[config.mk]
export PLATFORM = sky130hd
export DESIGN_NAME = ppgd_top
export DESIGN_NICKNAME = d
export VERILOG_FILES = /design/src/hdl/ppgd_pkg.sv /design/src/hdl/ppgd_buf2.sv /design/src/hdl/ppgd_top.sv
export SDC_FILE = /design/constraint.sdc
export NUM_CORES = 1
export LEC_CHECK = 0
export ABC_AREA = 1
export BUFFER_PORTS_ARGS = -buffer_cell sky130_fd_sc_hd__buf_4
export CORE_ASPECT_RATIO = 1.25
export CORE_MARGIN = 10
export CORE_UTILIZATION = 45
export CTS_BUF_LIST = sky130_fd_sc_hd__clkbuf_4 sky130_fd_sc_hd__clkbuf_8
export DETAILED_ROUTE_END_ITERATION = 10
export GPL_ROUTABILITY_DRIVEN = 0
export GPL_TIMING_DRIVEN = 0
export PLACE_DENSITY_LB_ADDON = 0.2
export SLEW_MARGIN = 20
export SYNTH_ARGS = -nofsm -noshare
export SYNTH_HDL_FRONTEND = slang
export SYNTH_SLANG_ARGS = --single-unit
[constraint.sdc]
create_clock -name hclk -period 3.76 [get_ports hclk]
set_clock_uncertainty 0.2 [all_clocks]
set_input_delay 0.376 -clock hclk [delete_from_list [all_inputs] [get_ports hclk]]
set_output_delay 0.376 -clock hclk [all_outputs]
set_load 0.03 [all_outputs]
[src/hdl/ppgd_pkg.sv]
// Constants and types shared by the pattern generator and detector
package ppgd_pkg;

	// ********************************************************************
	// Register indices (byte address is four times the index)
	// ********************************************************************
	localparam logic [7:0] IDX_CONTROL = 8'he0;
	localparam logic [7:0] IDX_STATUS  = 8'he1;
	localparam logic [7:0] IDX_LENGTH  = 8'he2;
	localparam logic [7:0] IDX_TAP     = 8'he3;
	localparam logic [7:0] IDX_SEED    = 8'he8;
	localparam logic [7:0] IDX_READ0   = 8'hec;
	localparam logic [7:0] IDX_READ3   = 8'hef;

	// ********************************************************************
	// Control and status register fields and reset values
	// ********************************************************************
	localparam int CTRL_SEL_HI = 7;
	localparam int CTRL_SEL_LO = 6;
	localparam int CTRL_ZS     = 5;
	localparam int CTRL_PTYPE  = 4;
	localparam int CTRL_TX_PATTERN_INVERT   = 3;
	localparam int CTRL_RX_STREAM_INVERT   = 2;
	localparam int CTRL_AUTO   = 1;
	localparam int CTRL_MAN    = 0;
	localparam int STATUS_LOCK = 4;

	localparam logic [7:0] CTRL_RESET = 8'h00;
	localparam logic [4:0] LEN_RESET  = 5'h00;
	localparam logic [4:0] TAP_RESET  = 5'h00;
	localparam logic [7:0] SEED_RESET = 8'h01;

	localparam logic [1:0] SEL_ERR = 2'h2;
	localparam logic [1:0] SEL_BIT = 2'h3;

	// ********************************************************************
	// Detector and suppression counts, in bit periods
	// ********************************************************************
	localparam logic [5:0] LOCK_RUN  = 6'h30;
	localparam logic [5:0] WIN_BITS  = 6'h30;
	localparam logic [3:0] ERR_LIMIT = 4'ha;
	localparam logic [3:0] ZERO_RUN  = 4'he;

	localparam logic [1:0] HTRANS_NONSEQ = 2'h2;

	typedef enum logic [1:0] {
		DET_HUNT = 2'b00,
		DET_LOCK = 2'b01,
		DET_LOST = 2'b11
	} ppgd_det_e;

endpackage

[src/hdl/ppgd_buf2.sv]
// Two-entry buffer between the pattern generator and the transmit stream
`timescale 1ns/10ps
`default_nettype none
module ppgd_buf2 #(
	parameter int WIDTH = 1
) (
	input  wire logic             hclk,
	input  wire logic             hresetn,
	input  wire logic             in_valid,
	input  wire logic [WIDTH-1:0] in_data,
	output logic                  in_ready,
	output logic                  out_valid,
	output logic      [WIDTH-1:0] out_data,
	input  wire logic             out_ready
);

	typedef struct packed {
		logic             head_valid;
		logic [WIDTH-1:0] head_data;
		logic             tail_valid;
		logic [WIDTH-1:0] tail_data;
	} ppgd_buf_s;

	ppgd_buf_s s;
	ppgd_buf_s next_s;
	logic      pop;
	logic      push;

	assign in_ready  = !s.tail_valid;
	assign out_valid = s.head_valid;
	assign out_data  = s.head_data;

	always_comb begin
		next_s = s;
		pop    = s.head_valid && out_ready;
		push   = in_valid && !s.tail_valid;
		if (pop) begin
			// Tail moves up first so order is kept
			if (s.tail_valid) begin
				next_s.head_data  = s.tail_data;
				next_s.tail_valid = 1'b0;
			end else begin
				next_s.head_valid = push;
				next_s.head_data  = in_data;
			end
		end else if (push) begin
			if (!s.head_valid) begin
				next_s.head_valid = 1'b1;
				next_s.head_data  = in_data;
			end else begin
				next_s.tail_valid = 1'b1;
				next_s.tail_data  = in_data;
			end
		end
	end

	always_ff @(posedge hclk or negedge hresetn) begin
		if (!hresetn) begin
			s <= '0;
		end else begin
			s <= next_s;
		end
	end

endmodule
`default_nettype wire

[src/hdl/ppgd_top.sv]
// Pattern generator and detector with its AHB-Lite register slave
//
// Function
// - Readout select picks pattern, errors or bits
// - Zero suppression forces one after fourteen zeros
// - Detector expects the same suppression ones
// - Type bit chooses repetitive or pseudo-random
// - Transmit invert flips every generated bit
// - Receive invert flips bits before detection
// - Auto resync after ten errors in window
// - Without auto, only manual trigger resyncs
// - Manual resync on rising trigger bit only
// - Lock after 48 clean bits, loss rule
// - Pattern length is length field plus one
// - Feedback tap is tap field plus one
//
// The AHB-Lite interface to the registers was chosen for this implementation.
`timescale 1ns/10ps
`default_nettype none
module ppgd_top
	import ppgd_pkg::*;
(
	input  wire logic        hclk,
	input  wire logic        hresetn,
	input  wire logic        hsel,
	input  wire logic [31:0] haddr,
	input  wire logic [1:0]  htrans,
	input  wire logic        hwrite,
	input  wire logic [2:0]  hsize,
	input  wire logic [31:0] hwdata,
	input  wire logic        hready,
	output logic             hreadyout,
	output logic             hresp,
	output logic      [31:0] hrdata,
	input  wire logic        tx_bit_en,
	output logic             tx_bit,
	output logic             tx_bit_valid,
	input  wire logic        tx_bit_ready,
	input  wire logic        rx_bit_en,
	input  wire logic        rx_bit,
	output logic             lock_state
);

	// ********************************************************************
	// State
	// ********************************************************************
	typedef struct packed {
		logic        ph_act;
		logic        ph_wr;
		logic        ph_ok;
		logic [7:0]  ph_idx;
		logic        hreadyout;
		logic [31:0] hrdata;
		logic [7:0]  ctrl;
		logic [4:0]  len;
		logic [4:0]  tap;
		logic [7:0]  seed;
		logic [31:0] gsr;
		logic [3:0]  gzrun;
		logic [31:0] dsr;
		logic [3:0]  dzrun;
		ppgd_det_e   dstate;
		logic        lock;
		logic [5:0]  run;
		logic [5:0]  win_cnt;
		logic [3:0]  win_err;
		logic [31:0] bit_cnt;
		logic [31:0] err_cnt;
		logic [31:0] rx_pat;
		logic [31:0] hold_pat;
		logic [31:0] hold_err;
		logic [31:0] hold_bit;
	} ppgd_top_s;

	ppgd_top_s   s;
	ppgd_top_s   next_s;
	logic        accept;
	logic        wr_now;
	logic [7:0]  wdata;
	logic        resync_req;
	logic        gen_reload;
	logic        xfer;
	logic        buf_in_ready;
	logic        gen_push;
	logic        gen_raw;
	logic        gen_forced;
	logic        gen_bit;
	logic        rbit;
	logic        d_forced;
	logic        d_exp_raw;
	logic        d_err;
	logic [3:0]  err_sum;
	logic [1:0]  rsel;
	logic [31:0] rword;

	// Next pattern bit from the oldest bit, XORed with the tap bit unless repetitive
	function automatic logic next_bit(input logic [31:0] sr,
			input logic [4:0] len, input logic [4:0] tap,
			input logic repeat_mode);
		next_bit = sr[len];
		if (!repeat_mode) begin
			next_bit = sr[len] ^ sr[tap];
		end
	endfunction

	// Zero run counter, saturating at the suppression limit
	function automatic logic [3:0] zrun_next(input logic [3:0] zr,
			input logic b);
		if (b) begin
			zrun_next = 4'h0;
		end else if (zr == ZERO_RUN) begin
			zrun_next = zr;
		end else begin
			zrun_next = zr + 4'h1;
		end
	endfunction

	assign hreadyout  = s.hreadyout;
	assign hresp      = 1'b0;
	assign hrdata     = s.hrdata;
	assign lock_state = s.lock;

	// ********************************************************************
	// Transmit buffer
	// ********************************************************************
	ppgd_buf2 #(
		.WIDTH (1)
	) u_buf (
		.hclk      (hclk),
		.hresetn   (hresetn),
		.in_valid  (gen_push),
		.in_data   (gen_bit),
		.in_ready  (buf_in_ready),
		.out_valid (tx_bit_valid),
		.out_data  (tx_bit),
		.out_ready (tx_bit_ready)
	);

	// ********************************************************************
	// Next state
	// ********************************************************************
	always_comb begin
		next_s     = s;
		accept     = hsel && hready && (htrans == HTRANS_NONSEQ);
		wr_now     = s.ph_act && s.ph_wr && s.ph_ok;
		wdata      = hwdata[7:0];
		resync_req = 1'b0;
		gen_reload = 1'b0;
		xfer       = 1'b0;
		rsel       = s.ctrl[CTRL_SEL_HI:CTRL_SEL_LO];
		rword      = 32'h0000_0000;
		err_sum    = s.win_err;

		// Bus data phase: one wait state so read data leaves a flop
		if (s.ph_act) begin
			next_s.ph_act    = 1'b0;
			next_s.hreadyout = 1'b1;
			next_s.hrdata    = 32'h0000_0000;
		end
		if (wr_now) begin
			if (s.ph_idx == IDX_CONTROL) begin
				next_s.ctrl = wdata;
				resync_req  = wdata[CTRL_MAN] && !s.ctrl[CTRL_MAN];
				gen_reload  = 1'b1;
			end else if (s.ph_idx == IDX_LENGTH) begin
				next_s.len = wdata[4:0];
				gen_reload = 1'b1;
			end else if (s.ph_idx == IDX_TAP) begin
				next_s.tap = wdata[4:0];
				gen_reload = 1'b1;
			end else if (s.ph_idx == IDX_SEED) begin
				next_s.seed = wdata;
				gen_reload  = 1'b1;
			end else if (s.ph_idx >= IDX_READ0 && s.ph_idx <= IDX_READ3) begin
				xfer = 1'b1;
			end
		end else if (s.ph_act && s.ph_ok) begin
			if (rsel == SEL_ERR) begin
				rword = s.hold_err;
			end else if (rsel == SEL_BIT) begin
				rword = s.hold_bit;
			end else begin
				rword = s.hold_pat;
			end
			if (s.ph_idx == IDX_CONTROL) begin
				next_s.hrdata = {24'h00_0000, s.ctrl};
			end else if (s.ph_idx == IDX_STATUS) begin
				next_s.hrdata = {24'h00_0000, 3'h0, s.lock, 4'h0};
			end else if (s.ph_idx == IDX_LENGTH) begin
				next_s.hrdata = {24'h00_0000, 3'h0, s.len};
			end else if (s.ph_idx == IDX_TAP) begin
				next_s.hrdata = {24'h00_0000, 3'h0, s.tap};
			end else if (s.ph_idx == IDX_SEED) begin
				next_s.hrdata = {24'h00_0000, s.seed};
			end else if (s.ph_idx == IDX_READ0) begin
				next_s.hrdata = {24'h00_0000, rword[7:0]};
			end else if (s.ph_idx == IDX_READ0 + 8'h01) begin
				next_s.hrdata = {24'h00_0000, rword[15:8]};
			end else if (s.ph_idx == IDX_READ0 + 8'h02) begin
				next_s.hrdata = {24'h00_0000, rword[23:16]};
			end else if (s.ph_idx == IDX_READ3) begin
				next_s.hrdata = {24'h00_0000, rword[31:24]};
			end
		end
		if (accept) begin
			next_s.ph_act    = 1'b1;
			next_s.ph_wr     = hwrite;
			next_s.ph_ok     = (haddr[31:10] == 22'h00_0000) &&
				(haddr[1:0] == 2'h0);
			next_s.ph_idx    = haddr[9:2];
			next_s.hreadyout = 1'b0;
		end

		// Generator: stalls rather than drops when the buffer is full
		gen_push   = tx_bit_en && buf_in_ready;
		gen_raw    = next_bit(s.gsr, s.len, s.tap, s.ctrl[CTRL_PTYPE]);
		gen_forced = s.ctrl[CTRL_ZS] && (s.gzrun == ZERO_RUN);
		gen_bit    = (gen_raw | gen_forced) ^ s.ctrl[CTRL_TX_PATTERN_INVERT];
		if (gen_push) begin
			next_s.gsr   = {s.gsr[30:0], gen_raw};
			next_s.gzrun = zrun_next(s.gzrun, gen_raw | gen_forced);
		end
		// Any setup write restarts the pattern; a type or seed in the same write is used
		if (gen_reload) begin
			next_s.gzrun = 4'h0;
			if (next_s.ctrl[CTRL_PTYPE]) begin
				next_s.gsr = {24'h00_0000, next_s.seed};
			end else begin
				next_s.gsr = 32'hffff_ffff;
			end
		end

		// Detector
		rbit      = rx_bit ^ s.ctrl[CTRL_RX_STREAM_INVERT];
		d_exp_raw = next_bit(s.dsr, s.len, s.tap, s.ctrl[CTRL_PTYPE]);
		d_forced  = s.ctrl[CTRL_ZS] && (s.dzrun == ZERO_RUN);
		d_err     = rbit != (d_exp_raw | d_forced);
		if (rx_bit_en) begin
			next_s.bit_cnt = s.bit_cnt + 32'h0000_0001;
			next_s.rx_pat  = {s.rx_pat[30:0], rbit};
			next_s.dzrun   = zrun_next(s.dzrun, rbit);
			// Hunting follows the line; locked runs on its own
			if (s.dstate == DET_HUNT && !d_forced) begin
				next_s.dsr = {s.dsr[30:0], rbit};
			end else begin
				next_s.dsr = {s.dsr[30:0], d_exp_raw};
			end
			case (s.dstate)
				DET_HUNT: begin
					next_s.run = d_err ? 6'h00 : s.run + 6'h01;
					if (!d_err && s.run == LOCK_RUN - 6'h01) begin
						next_s.dstate  = DET_LOCK;
						next_s.win_cnt = 6'h00;
						next_s.win_err = 4'h0;
					end
				end
				DET_LOCK: begin
					err_sum = s.win_err + {3'h0, d_err};
					if (d_err) begin
						next_s.err_cnt = s.err_cnt + 32'h0000_0001;
					end
					next_s.win_cnt = s.win_cnt + 6'h01;
					next_s.win_err = err_sum;
					if (err_sum >= ERR_LIMIT) begin
						next_s.dstate  = s.ctrl[CTRL_AUTO] ? DET_HUNT : DET_LOST;
						next_s.run     = 6'h00;
						next_s.win_cnt = 6'h00;
						next_s.win_err = 4'h0;
					end else if (s.win_cnt == WIN_BITS - 6'h01) begin
						next_s.win_cnt = 6'h00;
						next_s.win_err = 4'h0;
					end
				end
				default: begin
				end
			endcase
		end
		if (s.dstate == DET_LOST && s.ctrl[CTRL_AUTO]) begin
			next_s.dstate = DET_HUNT;
			next_s.run    = 6'h00;
		end
		// Manual resync is the only way out when auto is off
		if (resync_req) begin
			next_s.dstate  = DET_HUNT;
			next_s.run     = 6'h00;
			next_s.win_cnt = 6'h00;
			next_s.win_err = 4'h0;
		end
		next_s.lock = (next_s.dstate == DET_LOCK);

		// Snapshot includes the bit seen this cycle, so none is lost
		if (xfer) begin
			next_s.hold_pat = next_s.rx_pat;
			next_s.hold_err = next_s.err_cnt;
			next_s.hold_bit = next_s.bit_cnt;
			next_s.err_cnt  = 32'h0000_0000;
			next_s.bit_cnt  = 32'h0000_0000;
		end
	end

	always_ff @(posedge hclk or negedge hresetn) begin
		if (!hresetn) begin
			s           <= '0;
			s.hreadyout <= 1'b1;
			s.ctrl      <= CTRL_RESET;
			s.len       <= LEN_RESET;
			s.tap       <= TAP_RESET;
			s.seed      <= SEED_RESET;
			s.gsr       <= 32'hffff_ffff;
			s.dstate    <= DET_HUNT;
		end else begin
			s <= next_s;
		end
	end

	// ********************************************************************
	// Assertions
	// ********************************************************************
	a_lock_gain: assert property (@(posedge hclk) disable iff (!hresetn)
		(s.dstate == DET_HUNT && rx_bit_en && !d_err && s.run == 6'h2f &&
		!resync_req) |=> lock_state)
		else $error("lock not gained after 48 clean bits");

	a_lock_loss: assert property (@(posedge hclk) disable iff (!hresetn)
		(s.dstate == DET_LOCK && rx_bit_en && d_err && s.win_err == 4'h9)
		|=> !lock_state)
		else $error("lock kept after tenth error in window");

	a_auto_hunt: assert property (@(posedge hclk) disable iff (!hresetn)
		(s.dstate == DET_LOCK && rx_bit_en && d_err && s.win_err == 4'h9 &&
		s.ctrl[CTRL_AUTO]) |=> s.dstate == DET_HUNT)
		else $error("auto resync did not start");

	a_no_auto: assert property (@(posedge hclk) disable iff (!hresetn)
		(s.dstate == DET_LOST && !s.ctrl[CTRL_AUTO] && !resync_req)
		|=> s.dstate == DET_LOST)
		else $error("detector left lost state on its own");

	a_manual_edge: assert property (@(posedge hclk) disable iff (!hresetn)
		(wr_now && s.ph_idx == IDX_CONTROL && wdata[CTRL_MAN] &&
		!s.ctrl[CTRL_MAN]) |=> (s.dstate == DET_HUNT && !lock_state))
		else $error("manual resync edge ignored");

	a_zero_force: assert property (@(posedge hclk) disable iff (!hresetn)
		(gen_push && s.ctrl[CTRL_ZS] && s.gzrun == ZERO_RUN)
		|=> s.gzrun == 4'h0)
		else $error("zero run not broken by forced one");

	a_rx_invert: assert property (@(posedge hclk) disable iff (!hresetn)
		(rx_bit_en && s.dstate == DET_HUNT && !d_forced)
		|=> s.dsr[0] == $past(rx_bit ^ s.ctrl[CTRL_RX_STREAM_INVERT]))
		else $error("received bit not inverted as set");

	a_read_select: assert property (@(posedge hclk) disable iff (!hresetn)
		(s.ph_act && !s.ph_wr && s.ph_ok && s.ph_idx == IDX_READ0 &&
		s.ctrl[CTRL_SEL_HI:CTRL_SEL_LO] == SEL_BIT)
		|=> hrdata[7:0] == $past(s.hold_bit[7:0]) && hreadyout)
		else $error("readout select gave wrong byte");

	a_bus_wait: assert property (@(posedge hclk) disable iff (!hresetn)
		accept |=> !hreadyout ##1 hreadyout)
		else $error("data phase not one wait state long");

endmodule
`default_nettype wire

==> metrics.md <==
| Metric | Value |
|---|---|
| Placed Area | `0.01934 sq mm` |
| Antenna-violating nets left | `0` |
| First-pass GRT wire length | `86930 um` |
| Drt drc | `0` |
| FF-to-FF End | `s[195]` |
| Fin crit period | `3.617 ns` |
| Synth area leader | `dfrtp_1` |
| CTS max path bufs | `3` |
| Hold Crit Start | `rx_bit` |
| Routed wire length | `54850 um` |
| Post-synth EDFFs | `0` |
| Initial antenna violation count | `0` |
| Max VDD drop | `0.3652 mV` |
| Register-to-register setup slack | `0.14 ns` |
| Final hold viol count | `0` |
| CP endpoint kind | `flip-flop` |
| Vias in the first global route | `16280` |
| GRT met3 Usage | `0.03876` |
| Met1 Usage GRT | `0.2664` |
| GR Overflow Total | `0` |
| Fraction of registers with async set/reset | `1.000` |
| CTS Buf Count | `59` |
| Drt first pass iters | `5` |
| CP max stage cell | `dfrtp_2` |
| Via Count | `16310` |
| H-tree depth | `2` |
| Top_reg_cell synth | `dfrtp_1` |
| Fin area | `0.02129 sq mm` |
| Top-count cell post-synth | `nand2_1` |
| Clk slew on worst S/H paths | `0.06 ns` |
| Status | `finished, final reports clean` |
| Clock Latency Late Sink | `0.67 ns` |
| Req. time, crit path | `4.17 ns` |
| Max Cap Viol | `0` |
| Final hold slack | `0.08259 ns` |
| Area grow syn2layout | `18.56%` |
| Number of diodes | `0` |
| Layer with the highest usage | `met2` |
| Post-Syn Instances | `2305` |
| Max Slew Vio Count | `0` |
| IO buf count | `86` |
| Die area | `0.04834 sq mm` |
| Die Y | `243.3 um` |
| Core area | `0.03932 sq mm` |
| Final Cycle Share | `0.9621` |
| Vias/cell | `5.346` |
| Total Routing Usage GR | `0.2260` |
| FP Rows | `81` |
| Worst-case reg-to-reg path depth | `27` |
| Initial core utilization | `0.4566` |
| Critical path's largest stage delay | `0.41 ns` |
| Syn Area/Cell | `7.790 sq um` |
| CP delay by family, top | `simple AND/OR/NAND/NOR gates` |
| Met2 usage in global routing | `0.3853` |
| CTS tree | `built` |
| Synth cell types | `49` |
| Worst min path class | `input port to flip-flop` |
| Register bit total from synthesis | `357` |
| Hold endpoint | `s[211]` |
| Slew headroom | `0.3393` |
| Cell count after placement | `2893` |
| CTS sink cnt | `357` |
| Syn nets | `2393` |
| DR iter-0 viols | `1321` |
| Final core occ | `0.5414` |
| Critical path class | `flip-flop to flip-flop` |
| Top cells by count, synth | `nand2_1, dfrtp_1, inv_1` |
| Layout cell share with drive strength beyond 1 | `0.1493` |
| Endpoints failing setup | `0` |
| Sequential element share of the synthesized area | `0.4999` |
| Worst Path Max Fanout | `10` |
| Cell Count, Final, Fillers Out | `3050` |
| Worst r2r src | `s[296]` |
| Largest net degree at the start of global routing | `96` |
| Yosys warns | `0` |
| I/O Pins | `115` |
| Hold Path Cell Cnt | `4` |
| CTS root buf | `clkbuf_8` |
| HPWL Detailed | `40360 um` |
| Pleak | `10.63 nW` |
| Setup TNS | `0 ns` |
| Most frequent CP cell | `nand2_1` |
| Routed wire per std cell | `17.98 um` |
| Cell Area, Synth | `0.01796 sq mm` |
| CP Data Arrival Time | `4.03 ns` |
| Slew @ Worst Pin | `0.9910 ns` |
| FMAX | `276.4 MHz` |
| Synth top area share | `0.4501` |
| Nets@finish | `2592` |
| PD cells | `449.9 mW/mm^2` |
| Crit path buffers/inverters | `7` |
| CP startpoint kind | `flip-flop` |
| Die width | `198.7 um` |
| Top cells by area, synth | `dfrtp_1, nand2_1, inv_1` |
==> report_power, final <==
part,internal [mW],switching [mW]
combinational,0.487,0.822
sequential,4.14,0.271
clock,2.22,1.64
total,6.85,2.73
==> how the worst max path moves through the flow <==
stage / start / endpoint / slack, ns / depth (start not counted)
6_report: s[296] / s[195] / 0.14 / 27
3_3_place_gp: hresetn / s[114] / -1.24 / 1
2_1_floorplan: s[296] / s[199] / 0.28 / 27
3_5_place_dp: s[297] / s[194] / -0.85 / 25
5_1_grt: s[291] / s[195] / -0.04 / 26
4_1_cts: s[296] / s[199] / 0.003 / 27
==> cell type report <==
cell class,count,area [sq um]
buffer,124,705.7
clock buffer,102,1254
clock inverter,7,85.08
fill,3729,18030
inverter,252,958.4
multi-input combinational,1572,7438
sequential,357,8979
tap,498,623.1
timing repair buffer,138,1246
==> worst min-delay path: stages <==
cell	delay [ns]
buf_4	0.10
xnor2_1	0.20
nand2_1	0.16
a21oi_1	0.07
==> per-layer routing <==
| metal | routed length (um) | vias to the layer above |
|---|---|---|
| li1 | - | 7791 |
| met1 | 21370 | 7781 |
| met2 | 27490 | 568 |
| met3 | 3255 | 165 |
| met4 | 2731 | 0 |
| met5 | 0 | - |
==> flip-flops by register name (all words and copies together) (netlist names) <==
| name | cells |
|---|---|
| hrdata | 32 |
| u_buf.s | 2 |
| rsel | 2 |
| u_buf.out_valid | 1 |
| hreadyout | 1 |
| lock_state | 1 |
| u_buf.out_data | 1 |
| s | 317 |
==> layout by cell type (no fill, tap or decap), types with 4 or more instances in the layout <==
cell type      instances
clkbuf_4              24
dlygate4sd3_1         27
buf_16                 4
nor3_1                43
xor2_1                47
clkbuf_8              78
o22ai_1               36
o21ai_1               27
nand2_2                7
dfstp_2               34
nand3_1              114
inv_2                 11
a22oi_1               13
clkinv_2               5
clkbuf_1              53
inv_1                236
buf_6                  6
nor2_1               193
and3_1                 4
buf_2                 21
a21oi_1               80
dfrtp_1              321
nand3_2                4
buf_4                139
nand4_1               31
o21ai_0              172
ha_1                   8
o31ai_1                5
o211ai_1              11
nand2_1              701
xnor2_1               11
nor2_2                 5
nor4_1                18
or2_2                  9
==> per-stage QoR <==
step	power (mW)	worst slack [ns]
3_5_place_dp	5.646	-0.8503
2_1_floorplan	5.171	0.2822
3_3_place_gp	5.582	-1.243
5_1_grt	10.03	-0.03531
6_report	9.579	0.1426
4_1_cts	9.587	0.002637
==> kinds of logic after synthesis <==
kind of cell    count (synthesis)  synth area share
simple gates                 1142            0.2647
buf+inv                       376           0.08940
compound gates                360            0.1100
flops                         357            0.4999
xor+xnor                       59           0.02878
fa+ha+maj                      10          0.006968
other cells                     1         0.0002088
==> repair_timing <==
item	in CTS	in global routing
cloned	0	2
pin swaps	4	10
buffers inserted	7	11
hold buffers	28	0
hold endpoints to repair	223	0
setup endpoints to repair	18	17
gates resized for setup	24	25
Power figures use the tool's default switching activity.
